===== src/verilog/cfg_bank_map.svh =====
// Purpose: register indices, field positions and reset values of the config bank
// Assumes: byte address of a register is four times its index
// Notes:   definitions only
`ifndef CFG_BANK_MAP_SVH
`define CFG_BANK_MAP_SVH

// ----------------------------------------------------------------------------
// register indices
// ----------------------------------------------------------------------------
`define IDX_DSP        10'h06C
`define IDX_AGC        10'h070
`define IDX_INEN       10'h073
`define IDX_SLOT       10'h074
`define IDX_PWR        10'h075
`define IDX_VOL_BASE   7'h10
`define IDX_STAT       10'h090

// ----------------------------------------------------------------------------
// reset values and writable masks
// ----------------------------------------------------------------------------
`define RST_DSP        8'h40
`define RST_AGC        8'hE7
`define RST_INEN       8'hF0
`define RST_SLOT       8'h00
`define RST_PWR        8'h00
`define RST_VOL        8'hC9
`define MASK_DSP       8'hF8
`define MASK_PWR       8'hFC

// ----------------------------------------------------------------------------
// field positions
// ----------------------------------------------------------------------------
`define DSP_GANG       7
`define DSP_BQ_HI      6
`define DSP_BQ_LO      5
`define DSP_SOFT       4
`define DSP_SEL        3
`define AGC_TGT_HI     7
`define AGC_TGT_LO     4
`define AGC_CEIL_HI    3
`define AGC_CEIL_LO    0
`define CEIL_MAX       4'hD
`define PWR_BIAS       7
`define PWR_CONV       6
`define PWR_SYNTH      5
`define PWR_LIVE       4
`define PWR_RNG_HI     3
`define PWR_RNG_LO     2

// ----------------------------------------------------------------------------
// bus answers
// ----------------------------------------------------------------------------
`define RESP_OKAY      2'h0
`define RESP_SLVERR    2'h2

`endif


===== src/verilog/cfg_bank_pkg.sv =====
// Purpose: types shared by the config bank
// Assumes: nothing
// Notes:   none
`default_nettype none
package cfg_bank_pkg;

  typedef enum logic [1:0] {
    MODE_SLEEP,
    MODE_IDLE,
    MODE_ACTIVE
  } pwr_mode_t;

endpackage
`default_nettype wire


===== src/verilog/chan_slice.sv =====
// Purpose: one channel's volume pick, power state and output slot enable
// Assumes: all inputs on the same clock
// Notes:   outputs are registered
`timescale 1ns/1ns
`default_nettype none
`include "cfg_bank_map.svh"
module chan_slice (
  // clock and reset
  input  wire logic       clk,
  input  wire logic       rst_n,
  // settings
  input  wire logic       gang,
  input  wire logic [7:0] first_vol,
  input  wire logic [7:0] own_vol,
  input  wire logic       conv_on,
  input  wire logic       in_en,
  input  wire logic       pdm_ok,
  input  wire logic       recording,
  input  wire logic       live_en,
  input  wire logic       in_range,
  input  wire logic       slot_en,
  // results
  output logic [7:0]      vol_reg,
  output logic            power_reg,
  output logic            oe_n_reg
);

  logic allowed;
  logic power_next;

  // ----------------------------------------------------------------------------
  // volume and slot drive
  // ----------------------------------------------------------------------------
  always_ff @(posedge clk or negedge rst_n) begin
    if (!rst_n) begin
      vol_reg <= `RST_VOL;
    end else begin
      vol_reg <= gang ? first_vol : own_vol;
    end
  end

  always_ff @(posedge clk or negedge rst_n) begin
    if (!rst_n) begin
      oe_n_reg <= 1'b1;
    end else begin
      oe_n_reg <= !slot_en;
    end
  end

  // ----------------------------------------------------------------------------
  // power
  // ----------------------------------------------------------------------------
  assign allowed = !recording || (live_en && in_range);

  always_comb begin
    if (!conv_on) begin
      power_next = 1'b0;
    end else if (allowed) begin
      power_next = in_en && pdm_ok;
    end else begin
      power_next = power_reg;
    end
  end

  always_ff @(posedge clk or negedge rst_n) begin
    if (!rst_n) begin
      power_reg <= 1'b0;
    end else begin
      power_reg <= power_next;
    end
  end

  // ----------------------------------------------------------------------------
  // checks
  // ----------------------------------------------------------------------------
  chk_gang_copy: assert property (@(posedge clk) disable iff (!rst_n)
    gang |=> vol_reg == $past(first_vol))
    else $error("ganged volume not taken from channel one");
  chk_own_volume: assert property (@(posedge clk) disable iff (!rst_n)
    !gang |=> vol_reg == $past(own_vol))
    else $error("channel volume not its own");
  chk_slot_drive: assert property (@(posedge clk) disable iff (!rst_n)
    1'b1 |=> oe_n_reg == !$past(slot_en))
    else $error("slot enable not followed");
  chk_power_down: assert property (@(posedge clk) disable iff (!rst_n)
    !conv_on |=> !power_reg)
    else $error("channel powered with converter off");
  chk_live_hold: assert property (@(posedge clk) disable iff (!rst_n)
    (conv_on && recording && !(live_en && in_range)) |=> $stable(power_reg))
    else $error("channel power changed while recording");

endmodule // chan_slice
`default_nettype wire


===== src/verilog/cfg_bank.sv =====
// Purpose: AXI4-Lite config bank for processing, gain loop, channel enables,
//          output slots and power-up of a multichannel audio converter
// Assumes: one write and one read outstanding; 8-bit registers in low lanes, 10-bit status
// Notes:   channel n sits at bit 8-n of every per-channel field
`timescale 1ns/1ns
`default_nettype none
`include "cfg_bank_map.svh"
module cfg_bank (
  // clock and reset
  input  wire logic        REF_CLK,
  input  wire logic        ARST_N,
  // write address channel
  input  wire logic        AWVALID,
  output logic             AWREADY,
  input  wire logic [11:0] AWADDR,
  // write data channel
  input  wire logic        WVALID,
  output logic             WREADY,
  input  wire logic [31:0] WDATA,
  input  wire logic [3:0]  WSTRB,
  // write response channel
  output logic             BVALID,
  input  wire logic        BREADY,
  output logic [1:0]       BRESP,
  // read address channel
  input  wire logic        ARVALID,
  output logic             ARREADY,
  input  wire logic [11:0] ARADDR,
  // read data channel
  output logic             RVALID,
  input  wire logic        RREADY,
  output logic [31:0]      RDATA,
  output logic [1:0]       RRESP,
  // converter state
  input  wire logic        RECORDING,
  input  wire logic [3:0]  PDM_SELECTED,
  // processing settings
  output logic [1:0]       BIQUAD_COUNT,
  output logic             SOFT_STEP_OFF,
  output logic             GAIN_LOOP_SELECT,
  output logic [3:0]       GAIN_LOOP_TARGET_LEVEL,
  output logic [3:0]       GAIN_LOOP_GAIN_CEILING,
  output logic [63:0]      CH_VOLUME,
  // power and slots
  output logic             BIAS_POWER_ON,
  output logic             SYNTH_POWER_ON,
  output logic [7:0]       CH_POWER,
  output logic [7:0]       SLOT_OE_N
);

  logic                   aw_hold_reg;
  logic [11:0]            aw_addr_reg;
  logic                   w_hold_reg;
  logic [7:0]             w_data_reg;
  logic                   w_strb_reg;
  logic                   bvalid_reg;
  logic [1:0]             bresp_reg;
  logic                   rvalid_reg;
  logic [31:0]            rdata_reg;
  logic [1:0]             rresp_reg;
  logic                   wr_do;
  logic                   wr_en;
  logic [9:0]             wr_idx;
  logic [9:0]             rd_idx;
  logic [31:0]            rd_data_next;
  logic                   wr_dsp;
  logic                   wr_agc;
  logic                   wr_inen;
  logic                   wr_slot;
  logic                   wr_pwr;
  logic                   wr_vol;
  logic [7:0]             dsp_reg;
  logic [7:0]             agc_reg;
  logic [7:0]             inen_reg;
  logic [7:0]             slot_reg;
  logic [7:0]             pwr_reg;
  logic [7:0]             vol_reg [8];
  logic [7:0]             ch_power;
  cfg_bank_pkg::pwr_mode_t mode_reg;
  cfg_bank_pkg::pwr_mode_t mode_next;

  // ----------------------------------------------------------------------------
  // address map
  // ----------------------------------------------------------------------------
  function automatic logic is_mapped(input logic [9:0] idx);
    is_mapped = (idx == `IDX_DSP) || (idx == `IDX_AGC) || (idx == `IDX_INEN)
             || (idx == `IDX_SLOT) || (idx == `IDX_PWR) || (idx == `IDX_STAT)
             || (idx[9:3] == `IDX_VOL_BASE);
  endfunction

  // ----------------------------------------------------------------------------
  // write channels
  // ----------------------------------------------------------------------------
  assign AWREADY = !aw_hold_reg;
  assign WREADY  = !w_hold_reg;
  assign BVALID  = bvalid_reg;
  assign BRESP   = bresp_reg;
  assign wr_do   = aw_hold_reg && w_hold_reg && !bvalid_reg;
  assign wr_idx  = aw_addr_reg[11:2];
  assign wr_en   = wr_do && w_strb_reg;

  always_ff @(posedge REF_CLK or negedge ARST_N) begin
    if (!ARST_N) begin
      aw_hold_reg <= 1'b0;
      aw_addr_reg <= 12'h000;
    end else if (AWVALID && !aw_hold_reg) begin
      aw_hold_reg <= 1'b1;
      aw_addr_reg <= AWADDR;
    end else if (wr_do) begin
      aw_hold_reg <= 1'b0;
    end
  end

  always_ff @(posedge REF_CLK or negedge ARST_N) begin
    if (!ARST_N) begin
      w_hold_reg <= 1'b0;
      w_data_reg <= 8'h00;
      w_strb_reg <= 1'b0;
    end else if (WVALID && !w_hold_reg) begin
      w_hold_reg <= 1'b1;
      w_data_reg <= WDATA[7:0];
      w_strb_reg <= WSTRB[0];
    end else if (wr_do) begin
      w_hold_reg <= 1'b0;
    end
  end

  always_ff @(posedge REF_CLK or negedge ARST_N) begin
    if (!ARST_N) begin
      bvalid_reg <= 1'b0;
      bresp_reg  <= `RESP_OKAY;
    end else if (wr_do) begin
      bvalid_reg <= 1'b1;
      bresp_reg  <= is_mapped(wr_idx) ? `RESP_OKAY : `RESP_SLVERR;
    end else if (BREADY) begin
      bvalid_reg <= 1'b0;
    end
  end

  // ----------------------------------------------------------------------------
  // write decode
  // ----------------------------------------------------------------------------
  assign wr_dsp  = wr_en && (wr_idx == `IDX_DSP);
  assign wr_agc  = wr_en && (wr_idx == `IDX_AGC);
  assign wr_inen = wr_en && (wr_idx == `IDX_INEN);
  assign wr_slot = wr_en && (wr_idx == `IDX_SLOT);
  assign wr_pwr  = wr_en && (wr_idx == `IDX_PWR);
  assign wr_vol  = wr_en && (wr_idx[9:3] == `IDX_VOL_BASE);

  // ----------------------------------------------------------------------------
  // configuration registers
  // ----------------------------------------------------------------------------
  always_ff @(posedge REF_CLK or negedge ARST_N) begin
    if (!ARST_N) begin
      dsp_reg <= `RST_DSP;
    end else if (wr_dsp) begin
      dsp_reg <= w_data_reg & `MASK_DSP;
    end
  end

  always_ff @(posedge REF_CLK or negedge ARST_N) begin
    if (!ARST_N) begin
      agc_reg <= `RST_AGC;
    end else if (wr_agc) begin
      agc_reg <= w_data_reg;
    end
  end

  // extra channels need a pulse-density source before they may be enabled
  always_ff @(posedge REF_CLK or negedge ARST_N) begin
    if (!ARST_N) begin
      inen_reg <= `RST_INEN;
    end else if (wr_inen) begin
      inen_reg <= w_data_reg & {4'hF, PDM_SELECTED};
    end
  end

  always_ff @(posedge REF_CLK or negedge ARST_N) begin
    if (!ARST_N) begin
      slot_reg <= `RST_SLOT;
    end else if (wr_slot) begin
      slot_reg <= w_data_reg;
    end
  end

  always_ff @(posedge REF_CLK or negedge ARST_N) begin
    if (!ARST_N) begin
      pwr_reg <= `RST_PWR;
    end else if (wr_pwr) begin
      pwr_reg <= w_data_reg & `MASK_PWR;
    end
  end

  always_ff @(posedge REF_CLK or negedge ARST_N) begin
    if (!ARST_N) begin
      for (int k = 0; k < 8; k++) begin
        vol_reg[k] <= `RST_VOL;
      end
    end else if (wr_vol) begin
      vol_reg[wr_idx[2:0]] <= w_data_reg;
    end
  end

  // ----------------------------------------------------------------------------
  // channel slices
  // ----------------------------------------------------------------------------
  for (genvar i = 0; i < 8; i++) begin : g_chan
    logic pdm_ok;
    logic in_range;
    logic oe_n;
    if (i < 4) begin : g_analog
      assign pdm_ok = 1'b1;
    end else begin : g_pdm
      assign pdm_ok = PDM_SELECTED[7-i];
    end
    assign in_range = 4'(i) < ({1'b0, pwr_reg[`PWR_RNG_HI:`PWR_RNG_LO], 1'b0} + 4'h2);
    chan_slice i_chan_slice (
      .clk       (REF_CLK),
      .rst_n     (ARST_N),
      .gang      (dsp_reg[`DSP_GANG]),
      .first_vol (vol_reg[0]),
      .own_vol   (vol_reg[i]),
      .conv_on   (pwr_reg[`PWR_CONV]),
      .in_en     (inen_reg[7-i]),
      .pdm_ok    (pdm_ok),
      .recording (RECORDING),
      .live_en   (pwr_reg[`PWR_LIVE]),
      .in_range  (in_range),
      .slot_en   (slot_reg[7-i]),
      .vol_reg   (CH_VOLUME[8*(7-i) +: 8]),
      .power_reg (ch_power[7-i]),
      .oe_n_reg  (oe_n)
    );
    assign SLOT_OE_N[7-i] = oe_n;
  end

  // ----------------------------------------------------------------------------
  // settings out
  // ----------------------------------------------------------------------------
  assign BIQUAD_COUNT           = dsp_reg[`DSP_BQ_HI:`DSP_BQ_LO];
  assign SOFT_STEP_OFF          = dsp_reg[`DSP_SOFT];
  assign GAIN_LOOP_SELECT       = dsp_reg[`DSP_SEL];
  assign GAIN_LOOP_TARGET_LEVEL = agc_reg[`AGC_TGT_HI:`AGC_TGT_LO];
  // reserved ceiling codes stay readable but the loop sees the top legal code
  assign GAIN_LOOP_GAIN_CEILING = (agc_reg[`AGC_CEIL_HI:`AGC_CEIL_LO] > `CEIL_MAX) ?
                                  `CEIL_MAX : agc_reg[`AGC_CEIL_HI:`AGC_CEIL_LO];
  assign BIAS_POWER_ON          = pwr_reg[`PWR_BIAS];
  assign SYNTH_POWER_ON         = pwr_reg[`PWR_SYNTH];
  assign CH_POWER               = ch_power;

  // ----------------------------------------------------------------------------
  // power mode status
  // ----------------------------------------------------------------------------
  always_comb begin
    if (|ch_power) begin
      mode_next = cfg_bank_pkg::MODE_ACTIVE;
    end else if (|pwr_reg[`PWR_BIAS:`PWR_SYNTH]) begin
      mode_next = cfg_bank_pkg::MODE_IDLE;
    end else begin
      mode_next = cfg_bank_pkg::MODE_SLEEP;
    end
  end

  always_ff @(posedge REF_CLK or negedge ARST_N) begin
    if (!ARST_N) begin
      mode_reg <= cfg_bank_pkg::MODE_SLEEP;
    end else begin
      mode_reg <= mode_next;
    end
  end

  // ----------------------------------------------------------------------------
  // read channels
  // ----------------------------------------------------------------------------
  assign rd_idx  = ARADDR[11:2];
  assign ARREADY = !rvalid_reg;
  assign RVALID  = rvalid_reg;
  assign RDATA   = rdata_reg;
  assign RRESP   = rresp_reg;

  always_comb begin
    rd_data_next = 32'h00000000;
    if (rd_idx == `IDX_DSP) begin
      rd_data_next[7:0] = dsp_reg;
    end else if (rd_idx == `IDX_AGC) begin
      rd_data_next[7:0] = agc_reg;
    end else if (rd_idx == `IDX_INEN) begin
      rd_data_next[7:0] = inen_reg;
    end else if (rd_idx == `IDX_SLOT) begin
      rd_data_next[7:0] = slot_reg;
    end else if (rd_idx == `IDX_PWR) begin
      rd_data_next[7:0] = pwr_reg;
    end else if (rd_idx[9:3] == `IDX_VOL_BASE) begin
      rd_data_next[7:0] = vol_reg[rd_idx[2:0]];
    end else if (rd_idx == `IDX_STAT) begin
      rd_data_next[9:0] = {mode_reg, ch_power};
    end
  end

  always_ff @(posedge REF_CLK or negedge ARST_N) begin
    if (!ARST_N) begin
      rvalid_reg <= 1'b0;
      rdata_reg  <= 32'h00000000;
      rresp_reg  <= `RESP_OKAY;
    end else if (ARVALID && !rvalid_reg) begin
      rvalid_reg <= 1'b1;
      rdata_reg  <= rd_data_next;
      rresp_reg  <= is_mapped(rd_idx) ? `RESP_OKAY : `RESP_SLVERR;
    end else if (RREADY) begin
      rvalid_reg <= 1'b0;
    end
  end

  // ----------------------------------------------------------------------------
  // checks
  // ----------------------------------------------------------------------------
  chk_biquad_write: assert property (@(posedge REF_CLK) disable iff (!ARST_N)
    wr_dsp |=> BIQUAD_COUNT == $past(w_data_reg[6:5]))
    else $error("biquad count not taken from write");
  chk_soft_gain_sel: assert property (@(posedge REF_CLK) disable iff (!ARST_N)
    wr_dsp |=> SOFT_STEP_OFF == $past(w_data_reg[4]) && GAIN_LOOP_SELECT == $past(w_data_reg[3]))
    else $error("soft step or gain loop select wrong");
  chk_agc_write: assert property (@(posedge REF_CLK) disable iff (!ARST_N)
    wr_agc |=> GAIN_LOOP_TARGET_LEVEL == $past(w_data_reg[7:4]) ##1 $stable(agc_reg) || wr_agc)
    else $error("gain loop register not written");
  chk_ceiling_clamp: assert property (@(posedge REF_CLK) disable iff (!ARST_N)
    GAIN_LOOP_GAIN_CEILING <= 4'hD)
    else $error("gain ceiling reached a reserved code");
  chk_pdm_gate: assert property (@(posedge REF_CLK) disable iff (!ARST_N)
    wr_inen |=> (inen_reg[3:0] & ~$past(PDM_SELECTED)) == 4'h0)
    else $error("extra channel enabled without a pulse-density source");
  chk_slot_write: assert property (@(posedge REF_CLK) disable iff (!ARST_N)
    wr_slot |=> ##1 SLOT_OE_N == ~$past(w_data_reg, 2))
    else $error("slot drive does not follow write");
  chk_power_bits: assert property (@(posedge REF_CLK) disable iff (!ARST_N)
    wr_pwr |=> BIAS_POWER_ON == $past(w_data_reg[7]) && SYNTH_POWER_ON == $past(w_data_reg[5]))
    else $error("bias or synth power wrong");
  chk_reserved_zero: assert property (@(posedge REF_CLK) disable iff (!ARST_N)
    dsp_reg[2:0] == 3'h0 && pwr_reg[1:0] == 2'h0)
    else $error("reserved bits set");
  chk_write_answer: assert property (@(posedge REF_CLK) disable iff (!ARST_N)
    wr_do |=> BVALID)
    else $error("write not answered");

endmodule // cfg_bank
`default_nettype wire


===== config.mk =====
export PLATFORM = sky130hd
export DESIGN_NAME = cfg_bank
export DESIGN_NICKNAME = d
export VERILOG_FILES = /design/src/verilog/cfg_bank_pkg.sv /design/src/verilog/chan_slice.sv /design/src/verilog/cfg_bank.sv
export VERILOG_INCLUDE_DIRS = /design/src /design/src/verilog
export SDC_FILE = /design/constraint.sdc
export NUM_CORES = 1
export LEC_CHECK = 0
export ABC_CLOCK_PERIOD_IN_PS = 2100
export BUFFER_PORTS_ARGS = -buffer_cell sky130_fd_sc_hd__buf_2
export CAP_MARGIN = 15
export CORE_MARGIN = 3
export CORE_UTILIZATION = 40
export CTS_BUF_LIST = sky130_fd_sc_hd__clkbuf_2
export DETAILED_ROUTE_END_ITERATION = 10
export MAX_ROUTING_LAYER = met4
export PLACE_DENSITY_LB_ADDON = 0.25
export SLEW_MARGIN = 20
export SYNTH_ARGS = -nofsm -noshare
export SYNTH_HDL_FRONTEND = slang
export SYNTH_SLANG_ARGS = --single-unit

===== constraint.sdc =====
create_clock -name REF_CLK -period 2.1 [get_ports REF_CLK]
set_clock_uncertainty 0.15 [all_clocks]
set_input_delay 0.42 -clock REF_CLK [delete_from_list [all_inputs] [get_ports REF_CLK]]
set_output_delay 0.42 -clock REF_CLK [all_outputs]
set_load 0.01 [all_outputs]

==> metrics.md <==
| Metric | Value |
|---|---|
| GRT overflow | 0 |
| Layout cells sized above 1 | 49.8% |
| Core area | 0.0238 mm^2 |
| Worst-Margin Slew | 557 ps |
| Final wirelength | 25800 um |
| Largest net degree at the start of global routing | 52 |
| Met3 Use GR | 4.57% |
| Antenna Violating Nets Remaining | 0 |
| Tmin final | 2240 ps |
| Avg Cell Area, Syn | 12.1 um^2 |
| Synth area leader | dfrtp_1 |
| Initial drt markers | 400 |
| Worst Setup End Kind | output port |
| Switching power | 3.13 mW |
| Fin crit share | 107% |
| Max Slew Vio Count | 0 |
| Die Span X | 162 um |
| Initial antenna violation count | 2 |
| CP Class | register to output port |
| Sw Ratio | 32.0% |
| Drt pass-1 iters | 5 |
| I/O pins | 207 |
| CTS tree | yes |
| GRT Util Overall | 20.3% |
| CTS Buf Count | 58 |
| Hold_ws | 61.9 ps |
| Pwr per Cell Area | 792 mW/mm^2 |
| CP Max Fanout | 4 |
| LEAKAGE | 5.90 nW |
| FP Rows | 56 |
| Status | finished, violations left |
| Root Driver | clkbuf_2 |
| Clock Latency Late Sink | 860 ps |
| Ys flop type | dfrtp_1 |
| Clock power share | 30.0% |
| Hold Path Class | input port to async pin |
| Synth unique cells | 71 |
| Maxcap violations | 0 |
| Sequential-to-total area share from yosys stat | 56.5% |
| Port buffer count | 151 |
| Die height | 162 um |
| Detailed Place HPWL | 17700 um |
| DP Area | 0.0111 mm^2 |
| Vias in the first global route | 7156 |
| Final Util | 52.0% |
| Fill count | 2132 |
| Final hold violations | 0 |
| Count leader, synth | dfrtp_1 |
| Final WS setup | -137 ps |
| Vias per cell | 4.95 |
| R2R cell count | 5 |
| Busiest grt layer | met2 |
| Top-area cell type share of the netlist area | 34.1% |
| Clock-pin transition on the worst setup and hold timing paths | 110 ps |
| First-pass GRT wire length | 40500 um |
| Die area | 0.0263 mm^2 |
| Seq pwr share | 53.1% |
| Met1 usage | 27.7% |
| Post-Syn Area | 0.00975 mm^2 |
| Synth Warn # | 0 |
| CP startpoint kind | register |
| Max transition margin | 62.8% |
| Drt wl/cell | 18.0 um |
| Asr flop ratio synth | 100% |
| Top cells by count, synth | dfrtp_1 (133), mux2_2 (106), dfstp_2 (83) |
| DRC viols | 0 |
| Final nets | 1132 |
| Yosys reg bits | 216 |
| Worst Path Required | 1530 ps |
| Max VDD drop | 0.691 mV |
| Logic pwr share | 16.8% |
| Violated checks | setup timing |
| Worst EP arrival | 1670 ps |
| Clock sink count | 216 |
| Area Growth Syn to Fin | 26.7% |
| Clock buffer depth | 3 |
| GPL Wtd Cong | 0.894 |
| Grt met2 use | 30.8% |
| Post-Syn Instances | 809 |
| Final setup fails | 3 |
| Fin area | 0.0124 mm^2 |
| Max H-tree Level | 2 |
| Initial core utilization | 41.1% |
| Total Negative Setup Slacks | -334 ps |
| Top cells by area, synth | dfrtp_1 (34%), dfstp_2 (22%), mux2_2 (12%) |
| Vias | 7078 |
| R2R setup slack | 70 ps |
| Int Pwr | 6.66 mW |
| Fmax achieved | 447 MHz |
| Unrepaired setup endpoints after global routing | yes |
| EDFF count, synth | 0 |
per-stage QoR:
stage,instances,power [mW],setup WS [ps]
global placement,1278,6.70,-308
floorplan,832,6.00,60.7
detailed placement,1278,6.73,-343
finish,1431,9.79,-137
CTS,1428,9.85,-212
global route,1431,10.4,-278
layout by cell type (no fill, tap or decap), drive strengths merged, types with 9 or more instances in the layout:
cell and count:
buf 224, clkbuf 94, clkinv 17, conb 24
dfrtp 133, dfstp 83, dlygate4sd3 33, inv 75
mux2 106, mux2i 10, mux4 16, nand2 55
nand3 24, nand4 9, nor2 20, o21ai 80
worst paths after layout:
| path | from | to |
|---|---|---|
| max in group asynchronous | ARST_N | agc_reg[3] |
| setup / recovery | agc_reg[2] | GAIN_LOOP_GAIN_CEILING[0] |
| setup reg to reg | aw_addr_reg[5] | vol_reg[58] |
| hold / removal | ARST_N | vol_reg[28] |
| hold reg to reg | vol_reg[62] | g_chan[0].i_chan_slice.vol_reg[6] |
| min in group REF_CLK | ARADDR[10] | RDATA[1] |
power groups by stage:
stage | Sequential, mW | Clock, mW | Combinational [mW]
finish | 5.21 | 2.94 | 1.65
global route | 5.29 | 3.29 | 1.83
CTS | 5.19 | 3.05 | 1.61
detailed placement | 5.25 | 0 | 1.48
global placement | 5.24 | 0 | 1.46
floorplan | 4.95 | 0 | 1.05
routing by layer:
| layer | routed length, um | vias up |
|---|---|---|
| met5 | 0 | - |
| met4 | 456 | 0 |
| met3 | 1470 | 34 |
| met2 | 12100 | 228 |
| met1 | 11800 | 3511 |
| li1 | - | 3305 |
logic make-up after synthesis:
group                  share of synthesized area [%]
DFF                                             56.5
and+or+nand+nor                                 9.56
muxes                                           17.3
AOI/OAI and AO/OA                               8.07
other                                         0.0384
buffers and inverters                           8.52
final cells by class:
type	instances	area (um^2)	area share, %
clock inverters	17	76.3	0.618
well taps	319	399	3.23
diodes	2	5.00	0.0405
repair buffers	258	2060	16.7
clock buffers	93	465	3.77
inverters	75	282	2.28
flip-flops and latches	216	5520	44.6
multi-input cells	451	3550	28.7
critical path: stages, from the launching register on:
cell     delay [ps]
dfstp_2         610
nand3_2          70
nand2_1          70
buf_2           120
timing repair:
action                     4_1_cts  5_1_grt
hold endpoints to repair       255        0
buffers inserted                 7        1
setup endpoints to repair       45       63
cloned                           0        0
pin swaps                        1        1
hold buffers                    34        0
resized for setup               41       20
Power figures use the tool's default switching activity.
